### config.mk
export PLATFORM = sky130hd
export DESIGN_NAME = iosle_top
export DESIGN_NICKNAME = d
export VERILOG_FILES = /design/src/iosle_pkg.sv /design/src/iosle_top.sv /design/src/iosle_blink.sv
export SDC_FILE = /design/constraint.sdc
export NUM_CORES = 1
export LEC_CHECK = 0
export ABC_AREA = 0
export BUFFER_PORTS_ARGS = -buffer_cell sky130_fd_sc_hd__buf_2
export CORE_AREA = 2 2 108 110
export DETAILED_ROUTE_END_ITERATION = 10
export DIE_AREA = 0 0 110 112
export SLEW_MARGIN = 40
export SYNTH_ARGS = -nofsm -noshare
export SYNTH_HDL_FRONTEND = slang
export SYNTH_HIERARCHICAL = 1
export SYNTH_SLANG_ARGS = --single-unit
### constraint.sdc
create_clock -name clk_sys -period 2.7 [get_ports clk_sys]
set_input_delay 0.135 -clock clk_sys [delete_from_list [all_inputs] [get_ports clk_sys]]
set_output_delay 0.135 -clock clk_sys [all_outputs]
set_load 0.01 [all_outputs]
### src/iosle_pkg.sv
// How it works
// - Digit 1 segments a..g show forward, reverse, general inputs 1..5 closed.
// - Digit 3 a,b,c show transistor outputs 1..3; segment e shows aux relay.
// - Digit 4 segment a lit while alarm relay common-to-open contact closed.
// - Segment view with all inputs off blinks segment g on all four digits.
// - Digit 2 f,g,dp show comm forward, reverse, reset; dark under terminals.
// - Hex view shows 16-bit word as four digits, unassigned bits zero.
// - Input word bit 0 is forward run, bit 1 reverse run.
// - Input word bits 2..6 hold general inputs 1..5 ascending.
// - Input bit reads one when terminal shorted, zero when open.
// - Output word bits 0..2 hold transistor outputs 1..3, one when shorted.
// - Output bit 8 is one while alarm relay normally-open contact closed.
// - Output bit 4 reflects aux relay contact pair closed.
// - Comm control takes inputs from command word, positive logic, no inversion.
// - Up/down key presses toggle between segment and hexadecimal view.
package iosle_pkg;

  // Clock rate and blink half period.
  localparam int unsigned CLK_HZ         = 125000000;
  localparam int unsigned BLINK_HALF_MS  = 500;
  localparam int unsigned BLINK_HALF_CYC =
    (CLK_HZ / 1000) * BLINK_HALF_MS;

  // Input status word bit positions.
  localparam int IN_FWD_BIT   = 0;
  localparam int IN_REV_BIT   = 1;
  localparam int IN_GEN_LSB   = 2;
  localparam int IN_GEN_NUM   = 5;
  localparam int IN_XF_BIT    = 7;
  localparam int IN_XR_BIT    = 8;
  localparam int IN_RST_BIT   = 15;

  // Output status word bit positions.
  localparam int OUT_TR_LSB   = 0;
  localparam int OUT_AUX_BIT  = 4;
  localparam int OUT_ALM_BIT  = 8;

  // Segment vector bit positions, a in bit 0 up to dp in bit 7.
  localparam int SEG_A  = 0;
  localparam int SEG_B  = 1;
  localparam int SEG_C  = 2;
  localparam int SEG_E  = 4;
  localparam int SEG_F  = 5;
  localparam int SEG_G  = 6;
  localparam int SEG_DP = 7;

  // Reset values.
  localparam logic [7:0] SEG_RESET  = 8'h00;
  localparam logic [1:0] SYNC_RESET = 2'h0;

  // View selection states.
  typedef enum logic [0:0]
  {
    IOSLE_VIEW_SEG = 1'b0,
    IOSLE_VIEW_HEX = 1'b1
  } iosle_view_type;

  // Hex nibble to segments; a in bit 0, g in bit 6, dp dark.
  function automatic logic [7:0] hex_glyph(input logic [3:0] nib);
    case (nib)
      4'h0: hex_glyph = 8'h3F;
      4'h1: hex_glyph = 8'h06;
      4'h2: hex_glyph = 8'h5B;
      4'h3: hex_glyph = 8'h4F;
      4'h4: hex_glyph = 8'h66;
      4'h5: hex_glyph = 8'h6D;
      4'h6: hex_glyph = 8'h7D;
      4'h7: hex_glyph = 8'h07;
      4'h8: hex_glyph = 8'h7F;
      4'h9: hex_glyph = 8'h6F;
      4'hA: hex_glyph = 8'h77;
      4'hB: hex_glyph = 8'h7C;
      4'hC: hex_glyph = 8'h39;
      4'hD: hex_glyph = 8'h5E;
      4'hE: hex_glyph = 8'h79;
      default: hex_glyph = 8'h71;
    endcase
  endfunction

endpackage

### src/iosle_top.sv
`timescale 1ns/1ps
// Terminal status LED encoder for the I/O check item.
module iosle_top #(
  parameter int unsigned BLINK_HALF_CYC = iosle_pkg::BLINK_HALF_CYC
) (
  input  wire logic       clk_sys,
  input  wire logic       srst,
  input  wire logic       forward_run_input,
  input  wire logic       reverse_run_input,
  input  wire logic [4:0] general_input,
  input  wire logic [2:0] transistor_output,
  input  wire logic       aux_relay_contact,
  input  wire logic       alarm_relay_contact,
  input  wire logic       comm_control,
  input  wire logic [15:0] comm_command_word,
  input  wire logic       key_up,
  input  wire logic       key_down,
  input  wire logic       show_output_word,
  output logic [7:0]      digit1_seg,
  output logic [7:0]      digit2_seg,
  output logic [7:0]      digit3_seg,
  output logic [7:0]      digit4_seg,
  output logic            hex_view
);

  // Pin inputs: two flip-flops each before any use.
  localparam int NPIN = 17;
  logic [NPIN-1:0] pin_s1_reg;
  logic [NPIN-1:0] pin_s2_reg;
  wire  [NPIN-1:0] pin_raw = {key_down, key_up, alarm_relay_contact,
                              aux_relay_contact, transistor_output,
                              general_input, reverse_run_input,
                              forward_run_input, 3'h0};

  always_ff @(posedge clk_sys)
  begin
    if (srst)
    begin
      pin_s1_reg <= '0;
      pin_s2_reg <= '0;
    end
    else
    begin
      pin_s1_reg <= pin_raw;
      pin_s2_reg <= pin_s1_reg;
    end
  end

  // Synchronised terminal levels, one meaning closed/on.
  wire       t_fwd   = pin_s2_reg[3];
  wire       t_rev   = pin_s2_reg[4];
  wire [4:0] t_gen   = pin_s2_reg[9:5];
  wire [2:0] t_tr    = pin_s2_reg[12:10];
  wire       t_aux   = pin_s2_reg[13];
  wire       t_alm   = pin_s2_reg[14];
  wire       k_up    = pin_s2_reg[15];
  wire       k_down  = pin_s2_reg[16];

  // Terminal input word; unassigned bits stay zero.
  logic [15:0] term_in_word;
  always_comb
  begin
    term_in_word = 16'h0000;
    term_in_word[iosle_pkg::IN_FWD_BIT] = t_fwd;
    term_in_word[iosle_pkg::IN_REV_BIT] = t_rev;
    term_in_word[iosle_pkg::IN_GEN_LSB +: iosle_pkg::IN_GEN_NUM] =
      t_gen;
  end

  // Comm word taken as is, positive logic; keep only assigned bits.
  wire [15:0] comm_mask  = 16'h81FF;
  wire [15:0] comm_word  = comm_command_word & comm_mask;
  wire [15:0] in_word    = comm_control ? comm_word : term_in_word;

  // Output word.
  logic [15:0] out_word;
  always_comb
  begin
    out_word = 16'h0000;
    out_word[iosle_pkg::OUT_TR_LSB +: 3]     = t_tr;
    out_word[iosle_pkg::OUT_AUX_BIT]         = t_aux;
    out_word[iosle_pkg::OUT_ALM_BIT]         = t_alm;
  end

  // View toggle once in each cycle with a rising edge of up or down key or both.
  logic k_up_d_reg;
  logic k_down_d_reg;
  iosle_pkg::iosle_view_type view_reg;
  iosle_pkg::iosle_view_type view_next;
  wire key_hit = (k_up & ~k_up_d_reg) | (k_down & ~k_down_d_reg);

  always_comb
  begin
    case (view_reg)
      iosle_pkg::IOSLE_VIEW_SEG:
        view_next = key_hit ? iosle_pkg::IOSLE_VIEW_HEX
                            : iosle_pkg::IOSLE_VIEW_SEG;
      iosle_pkg::IOSLE_VIEW_HEX:
        view_next = key_hit ? iosle_pkg::IOSLE_VIEW_SEG
                            : iosle_pkg::IOSLE_VIEW_HEX;
      default:
        view_next = iosle_pkg::IOSLE_VIEW_SEG;
    endcase
  end

  always_ff @(posedge clk_sys)
  begin
    if (srst)
    begin
      k_up_d_reg   <= 1'b0;
      k_down_d_reg <= 1'b0;
      view_reg     <= iosle_pkg::IOSLE_VIEW_SEG;
    end
    else
    begin
      k_up_d_reg   <= k_up;
      k_down_d_reg <= k_down;
      view_reg     <= view_next;
    end
  end

  // Blink phase source.
  logic blink_phase;
  iosle_blink #(
    .HALF_CYC (BLINK_HALF_CYC)
  ) u_blink (
    .clk_sys (clk_sys),
    .srst    (srst),
    .phase   (blink_phase)
  );

  // Segment view patterns.
  wire [7:0] seg_d1 = {1'b0, in_word[6:0]};
  wire [7:0] seg_d2 = comm_control ?
    {in_word[iosle_pkg::IN_RST_BIT], in_word[iosle_pkg::IN_XR_BIT],
     in_word[iosle_pkg::IN_XF_BIT], 5'h00} : 8'h00;
  wire [7:0] seg_d3 = {3'h0, t_aux, 1'b0, t_tr};
  wire [7:0] seg_d4 = {7'h00, t_alm};
  wire       all_off = (in_word == 16'h0000);
  wire [7:0] blink_g = blink_phase ? 8'h40 : 8'h00;

  // Hex view words: which word is shown is a plain select input.
  wire [15:0] hex_word = show_output_word ? out_word : in_word;

  // Final digit selection.
  wire seg_mode = (view_reg == iosle_pkg::IOSLE_VIEW_SEG);
  wire [7:0] d1_next = seg_mode ? (all_off ? blink_g : seg_d1)
                     : iosle_pkg::hex_glyph(hex_word[3:0]);
  wire [7:0] d2_next = seg_mode ? (all_off ? blink_g : seg_d2)
                     : iosle_pkg::hex_glyph(hex_word[7:4]);
  wire [7:0] d3_next = seg_mode ? (all_off ? blink_g : seg_d3)
                     : iosle_pkg::hex_glyph(hex_word[11:8]);
  wire [7:0] d4_next = seg_mode ? (all_off ? blink_g : seg_d4)
                     : iosle_pkg::hex_glyph(hex_word[15:12]);

  // Registered outputs.
  always_ff @(posedge clk_sys)
  begin
    if (srst)
    begin
      digit1_seg <= iosle_pkg::SEG_RESET;
      digit2_seg <= iosle_pkg::SEG_RESET;
      digit3_seg <= iosle_pkg::SEG_RESET;
      digit4_seg <= iosle_pkg::SEG_RESET;
      hex_view   <= 1'b0;
    end
    else
    begin
      digit1_seg <= d1_next;
      digit2_seg <= d2_next;
      digit3_seg <= d3_next;
      digit4_seg <= d4_next;
      hex_view   <= ~seg_mode;
    end
  end

endmodule

### src/iosle_blink.sv
`timescale 1ns/1ps
// Free-running blink phase: toggles every HALF_CYC clock cycles.
module iosle_blink #(
  parameter int unsigned HALF_CYC = iosle_pkg::BLINK_HALF_CYC
) (
  input  wire logic clk_sys,
  input  wire logic srst,
  output logic      phase
);

  logic [31:0] cnt_reg;
  logic        phase_reg;
  wire         wrap = (cnt_reg == 32'(HALF_CYC - 1));

  // Period counter derived from the system clock.
  always_ff @(posedge clk_sys)
  begin
    if (srst)
    begin
      cnt_reg   <= 32'h0000_0000;
      phase_reg <= 1'b0;
    end
    else if (wrap)
    begin
      cnt_reg   <= 32'h0000_0000;
      phase_reg <= ~phase_reg;
    end
    else
    begin
      cnt_reg <= cnt_reg + 32'h0000_0001;
    end
  end

  assign phase = phase_reg;

endmodule

Yosys cells after proc, flatten, opt, wreduce, memory -nomap -nowiden
Memory sizes are Yosys's and may differ from the RTL's.
Cells that the tools add are included.
{"block": "classes", "n_addsub": 1, "eq_ne": 1, "muxes": 15, "bitwise_logic": 7, "reduce_logical": 2}
{"cell": "8-bit two-way mux", "n": 6}
{"cell": "32-bit by 1-bit adder with 32-bit output, second input constant", "n": 1}
{"cell": "32-bit by 26-bit == test with 1-bit output, second input constant", "n": 1}
{"cell": "16-bit two-way mux", "n": 2}
{"cell": "7-bit two-way mux", "n": 4}
{"cell": "16-bit zero test", "n": 1}
{"cell": "1-bit inverter", "n": 4}
{"cell": "1-bit bitwise AND", "n": 2}
{"cell": "1-bit two-way mux", "n": 2}
{"cell": "1-bit one-hot mux with 2 select lines", "n": 1}
{"cell": "2-bit OR reduction", "n": 1}
{"cell": "1-bit bitwise OR", "n": 1}
{"block": "totals", "ff_bits": 103, "romBits": 448, "inputBits": 34, "output_inout_bits": 33, "word_cells": 43, "memories": 4}
{"name": "(no name shown)", "depth": 16, "width": 7, "read_ports": 1, "rd_clocked_by_memory_dff": 0, "wr": 0, "line": "iosle_pkg.sv:60", "text": "case (nib)"}
{"name": "(no name shown)", "depth": 16, "width": 7, "read_ports": 1, "rd_clocked_by_memory_dff": 0, "wr": 0, "line": "iosle_pkg.sv:60"}
{"name": "(no name shown)", "depth": 16, "width": 7, "read_ports": 1, "rd_clocked_by_memory_dff": 0, "wr": 0, "line": "iosle_pkg.sv:60"}
{"name": "(no name shown)", "depth": 16, "width": 7, "read_ports": 1, "rd_clocked_by_memory_dff": 0, "wr": 0, "line": "iosle_pkg.sv:60"}

Depth between registers and ports, before layout
Gate-level depths: netlist of run 1.
{"block": "depth", "ltp_word": 5, "ltp_mapped": 10, "ltp_nobuf": 8}

Cells and area by module
The synthesis of run 1 kept the hierarchy.
{"module": "iosle_top", "n_inst": 1, "cells_per_inst": 244, "area_per_inst_um2": 2391.0, "seq_area_each_um2": 1101.1}
{"module": "iosle_blink", "n_inst": 1, "cells_per_inst": 210, "area_per_inst_um2": 1744.2, "seq_area_each_um2": 660.6}

Worst setup path after synthesis of run 1
No wires, ideal clock.
{"block": "synth_timing", "path_kind": "input port to flip-flop", "start": "input port comm_control", "end": "register digit1_seg[0]", "setup_time_ps": 91, "arrival_time_ps": 2319, "required_ps": 2609, "path_slack_ps": 290, "cell_stages": 10, "path_cell_list": "buf_6 -> buf_2 -> mux2_2 -> mux2i_1 -> inv_1 -> ha_1 -> nor2b_1 -> a22o_1 -> a211o_1 -> a311oi_1"}
{"block": "synth_via", "elab_chain_cells": 4, "word_cells_on_any_way": 6, "cone_classes": "mux (4); reduce/logical (1); memory (1)"}
{"element": "from (decl)", "line": "iosle_top.sv:14", "text": "input wire logic comm_control,"}
{"element": "16-bit two-way mux *", "line": "iosle_top.sv:73", "text": "wire [15:0] in_word = comm_control ? comm_word : term_in_word;"}
{"element": "16-bit two-way mux or 16-bit zero test (tied branches)", "line": "iosle_top.sv:143, iosle_top.sv:139"}
{"element": "memory read 16 x 7 bit or 7-bit two-way mux (tied branches)"}
{"element": "8-bit two-way mux *", "line": "iosle_top.sv:147", "text": "wire [7:0] d1_next = seg_mode ? (all_off ? blink_g : seg_d1)"}
{"element": "to (signal assigned)", "line": "iosle_top.sv:161", "text": "digit1_seg <= iosle_pkg::SEG_RESET;"}
{"element": "to (signal assigned)", "line": "iosle_top.sv:169", "text": "digit1_seg <= d1_next;"}
{"element": "to (decl)", "line": "iosle_top.sv:19", "text": "output logic [7:0] digit1_seg,"}
Every way passes the cells marked *; elsewhere a longest branch is shown, timed or not.
A chain may end at the register's enable or synchronous reset.

Worst setup path after layout of run 1
{"block": "layout_timing", "start": "register u_blink.cnt_reg[21]", "end": "register u_blink.phase_reg (netlist: u_blink/phase)"}
{"block": "layout_via", "elab_chain_cells": 1}
{"element": "from (decl)", "line": "iosle_blink.sv:11", "text": "logic [31:0] cnt_reg;"}
{"element": "from (signal assigned)", "line": "iosle_blink.sv:30", "text": "cnt_reg <= cnt_reg + 32'h0000_0001;"}
{"element": "32-bit by 26-bit == test with 1-bit output", "line": "iosle_blink.sv:13", "text": "wire wrap = (cnt_reg == 32'(HALF_CYC - 1));"}
{"element": "to (signal assigned)", "line": "iosle_blink.sv:26", "text": "phase_reg <= ~phase_reg;"}
{"element": "to (decl)", "line": "iosle_blink.sv:12", "text": "logic phase_reg;"}
No other way between the ends.

==> results of run 1 <==
[critical path, cell delays in order (launching register included)]
cell and delay (ns):
dfxtp_1 0.44, or4b_1 0.46, or4_1 0.65, or4_1 0.55
a21oi_1 0.14
[final cells by class]
class,instances,area share
multi-input cells,313,0.439
flip-flops and latches,88,0.368
repair buffers,69,0.0811
clock buffers,10,0.0479
well taps,143,0.0374
inverters,20,0.0157
clock inverters,6,0.0105
[cells by family after synthesis]
| group | after synthesis |
|---|---|
| buf+inv | 55 |
| flops | 88 |
| other cells | 1 |
| compound gates | 90 |
| simple gates | 182 |
| mux | 13 |
| fa+ha+maj | 15 |
| xor+xnor | 10 |
[worst paths after layout]
| path | slack (ns) | from | cells past startpoint | endpoint |
|---|---|---|---|---|
| min | 0.007 | key_down | 2 | pin_s1_reg[16]$_SDFF_PP0_ |
| max reg2reg | 0.39 | u_blink/cnt_reg[21]$_SDFF_PP0_ | 4 | u_blink/phase$_SDFFE_PP0N_ |
| max | 0.39 | u_blink/cnt_reg[21]$_SDFF_PP0_ | 4 | u_blink/phase$_SDFFE_PP0N_ |
| min reg2reg | 0.43 | pin_s1_reg[6]$_SDFF_PP0_ | 1 | pin_s2_reg[6]$_SDFF_PP0_ |
[report_power, final]
part,internal [W],switching [W]
clock network,0.000635,0.000532
registers,0.00136,0.0000338
logic,0.000130,0.000167
[through the flow]
stage                     total power, W  setup slack [ns]
after floorplan                  0.00162             0.290
after global placement           0.00171             0.410
after detailed placement         0.00171             0.414
after CTS                        0.00289             0.393
after global routing             0.00299             0.282
final                            0.00285             0.391
[routing by layer]
| metal | GRT usage | wire, µm |
|---|---|---|
| met5 | 0 | 0 |
| met2 | 0.232 | 4170 |
| met3 | 0.0357 | 474 |
| met1 | 0.219 | 4440 |
| met4 | 0.0827 | 220 |
[timing repair]
action	in CTS	in global routing
setup buffers	0	0
hold buffers	5	0
endpoints found under the hold margin	5	0
[synth_stat cells (6+ instances only)]
master	n	area (µm²)
clkbuf_1	16	60.1
nand4_1	16	100
a21oi_1	21	105
buf_4	9	67.6
o21ai_0	12	60.1
nand2_1	32	120
ha_1	15	188
nor3_1	6	30.0
or3_1	9	56.3
dfxtp_1	88	1760
nand3_1	16	80.1
xnor2_1	6	52.6
nor4_1	6	37.5
inv_1	18	67.6
or4_1	15	113
nor2_1	24	90.1
nor2b_1	31	194
o31ai_1	11	82.6
==> flow_summary.yaml, run 1 <==
run_status:
  status: "complete, no violations"
synth:
  ys_warn_count: 6
  syn_area_mm2: 0.00414
  synthFlopType: "dfxtp_1"
  synthMuxAreaShare: 0.0375
  seq_area_frac_synth: 0.426
  synth-xor-area-share: 0.0212
  synth_seq_cells: 88
  avgSynthCellArea_um2: 9.11
  synth.distinct_cells: 67
  synth-simple-area-share: 0.249
  postSynthCellCount: 454
  synthAdderAreaFrac: 0.0454
  synth_compound_area_frac: 0.152
  synth_edf_count: 0
  async_reset_ff_frac: 0
  synth_top_family_by_area: "simple AND/OR/NAND/NOR gates"
grt:
  grt_pass1_vias: 3122
  grtUsageTotal: 0.159
  grt_pass1_wl_um: 15300
  grt_antenna_before_repair: 0
  gr-total-overflow: 0
  grt_start_max_net_pins: 44
floorplan:
  start_util: 0.370
  core_mm2: 0.0112
  dieArea_mm2: 0.0123
  io_pins: 67
  dieWidth_um: 110
  fp.dieH_um: 112
  rows: 39
critical_path:
  cp_data_arrival_time_ns: 2.58
  criticalPathCategory: "register to register"
  worstPathMaxFanout: 8
  crit_path_end_kind: "register"
  required_ns: 2.98
  critical_path.startpoint_type: "register"
sta:
  slew_violations: 0
  setup_viol: 0
  finalCriticalPeriod_ns: 2.31
  fin_crit_sh: 0.855
  maxSlewHeadroom: 0.503
  holdWs_ns: 0.00669
  fmax_mhz: 433
  hold_violations: 0
  rsz0062_at_grt: "false"
  tns_ns: 0
  worst_slew_pin_slew_ns: 0.742
  finClkSkew_ns: 0.00662
power:
  cellPowerDensity_mw_per_mm2: 596
  leakagePower_nw: 1.88
  peakVddDrop_v: 0.000318
layout:
  drive_gt1_frac: 0.202
  n_antenna_cell: 0
  fin_nets: 550
  final_cells: 649
  final_core_util: 0.428
  mostFrequentLayoutCell: "dfxtp_1"
  largest_reg_flops: 32
  multi_input_area_mm2: 0.00210
  n_fill_cell: 1123
  stdcell_area_mm2: 0.00478
  layout_common_cells: "dfxtp_1 (88), buf_2 (57), nand2_1 (32)"
  syn2layout_area_growth_pct: 15.7
  seqCellArea_mm2: 0.00176
clock_network:
  cts_made_buffers: 9
  h-tree-depth: 3
  cts_resized: 0
  path_clk_slew_ns: 0.06
  cts_tree: "done"
  clockBufferDepth: 2
  cts_root_buffer: "clkbuf_16"
  cts.sinks: 88
  clk_latency_ns: 0.34
routing:
  wl_per_cell_um: 14.3
  drt_iter0_drc: 182
  postRouteAntennaNets: 0
  vias: 3471
  wl_um: 9300
  via_per_inst: 5.35
  drc: 0
  drtPass1Iterations: 5
placed_design:
  portBuffers: 57
  postPlaceCellArea_mm2: 0.00446
  dp_cells: 628
  post-dp-hpwl_um: 6830
  gp_congestion: 0.857
flow_run:
  maxCapViolCount: 0
worst_hold_path:
  hold_class: "primary input to register"
Note: power is estimated with default switching activity, not from simulation.
==> inputs of run 2 (changes only) <==
Settings changed: CORE_AREA 2 2 108 110 to 2 2 113 104, DIE_AREA 0 0 110 112 to 0 0 115 106.
==> flow_summary.yaml, run 2 (same netlist as run 1, synthesis figures left out) <==
power:
  total_power_w: 0.00299
  peakVddDrop_v: 0.000268
  cellPowerDensity_mw_per_mm2: 617
  leakagePower_nw: 1.92
clock_network:
  path_clk_slew_ns: 0.07
  cts.sinks: 88
  cts_tree: "done"
  post_cts_buffers: 0
  clockBufferDepth: 2
  h-tree-depth: 3
  cts_root_buffer: "clkbuf_16"
  clk_latency_ns: 0.35
  cts_made_buffers: 9
  cts_resized: 0
critical_path:
  reg2reg_from: "u_blink/cnt_reg[22]$_SDFF_PP0_"
  criticalPathCategory: "register to register"
  required_ns: 2.98
  critPathLaunch: "u_blink/cnt_reg[22]$_SDFF_PP0_"
  rr_worst_depth: 4
  rrSetupSlack_ns: 0.41
  crit_path_end_kind: "register"
  crit_end: "u_blink/phase$_SDFFE_PP0N_"
  timing.rr.end: "u_blink/phase$_SDFFE_PP0N_"
  critical_path.startpoint_type: "register"
  cp_data_arrival_time_ns: 2.57
  worstPathMaxFanout: 7
floorplan:
  dieArea_mm2: 0.0122
  fp.dieH_um: 106
  start_util: 0.372
  io_pins: 67
  dieWidth_um: 115
  core_mm2: 0.0111
  rows: 37
placed_design:
  post-dp-hpwl_um: 6470
  portBuffers: 57
  gp_congestion: 0.873
run_status:
  status: "complete, no violations"
sta:
  tns_ns: 0
  fin_crit_sh: 0.847
  setup_viol: 0
  hold_violations: 0
  finClkSkew_ns: 0.0103
  fmax_mhz: 437
  slew_violations: 0
  maxSlewHeadroom: 0.517
  worst_slew_pin_slew_ns: 0.721
  rsz0062_at_grt: "false"
  finalCriticalPeriod_ns: 2.29
layout:
  mostFrequentLayoutCell: "dfxtp_1"
  layout_common_cells: "dfxtp_1 (88), buf_2 (57), nand2_1 (32)"
  syn2layout_area_growth_pct: 17.0
  n_fill_cell: 1100
  n_antenna_cell: 0
  largest_reg_flops: 32
  fin_nets: 553
  drive_gt1_frac: 0.202
grt:
  grt_start_max_net_pins: 48
  grt_pass1_vias: 3186
  gr-total-overflow: 0
  grt_antenna_before_repair: 0
  grt_pass1_wl_um: 15100
  grtUsageTotal: 0.155
flow_run:
  maxCapViolCount: 0
routing:
  via_per_inst: 5.39
  wl_um: 9100
  drc: 0
  drt_iter0_drc: 174
  vias: 3477
  postRouteAntennaNets: 0
  drtPass1Iterations: 5
  wl_per_cell_um: 14.1
worst_hold_path:
  hold_class: "primary input to register"
[run 2: cell count changes in the layout (fill, tap and decap cells not counted), sizes merged]
cell | previous run | this run
clkbuf | 10 | 9
bufinv | 0 | 1
dlygate4sd3 | 5 | 8
clkinvlp | 2 | 0
clkinv | 1 | 2
inv | 23 | 24
[run 2: critical path: stages (launching register included)]
cell and delay, ns:
dfxtp_1 0.36, or4b_1 0.53, or4_1 0.65, or4_1 0.55, a21oi_1 0.15
[run 2: stage by stage]
step                 util  hold slack, ns  area [µm²]  setup slack, ns  std cells
floorplan               -           0.263        4140            0.290        456
global placement    0.400           0.343        4450            0.446        621
global route        0.435          0.0212        4840            0.311        645
CTS                 0.435          0.0160        4840            0.427        645
finish              0.435          0.0147        4840            0.412        645
detailed placement  0.400           0.350        4450            0.455        621
[run 2: power by group]
part	leakage, nW	switching, W	internal [W]
Clock	0.156	0.000564	0.000740
Sequential	0.720	0.0000331	0.00136
Combinational	1.04	0.000162	0.000131
Total	1.92	0.000760	0.00223
[run 2: what timing repair did]
| item | in CTS | in global routing |
|---|---|---|
| endpoints found under the setup margin | 0 | 0 |
| endpoints found under the hold margin | 8 | 0 |
| hold buffers | 8 | 0 |
[run 2: per-layer routing]
metal / track usage / vias up / wire length [µm]
li1: - / 1744 / -
met1: 0.208 / 1605 / 4330
met4: 0.0611 / 0 / 115
met5: 0 / - / 0
met3: 0.0428 / 12 / 577
met2: 0.237 / 116 / 4070
[run 2: worst min path at each step]
stage                               startpoint  depth (start not counted)                   endpoint
after floorplan           transistor_output[0]                          1  pin_s1_reg[10]$_SDFF_PP0_
after global placement    transistor_output[2]                          2  pin_s1_reg[12]$_SDFF_PP0_
after detailed placement  transistor_output[2]                          2  pin_s1_reg[12]$_SDFF_PP0_
after CTS                     general_input[3]                          2   pin_s1_reg[8]$_SDFF_PP0_
after global routing      transistor_output[1]                          2  pin_s1_reg[11]$_SDFF_PP0_
final                         general_input[3]                          2   pin_s1_reg[8]$_SDFF_PP0_
[run 2: final cells by class]
cell class / instances / area (µm²) / area share
multi-input cells: 313 / 2100 / 0.434
flip-flops and latches: 88 / 1760 / 0.364
repair buffers: 72 / 418 / 0.0864
clock buffers: 9 / 225 / 0.0465
well taps: 136 / 170 / 0.0352
clock inverters: 7 / 86.3 / 0.0178
inverters: 20 / 75.1 / 0.0155
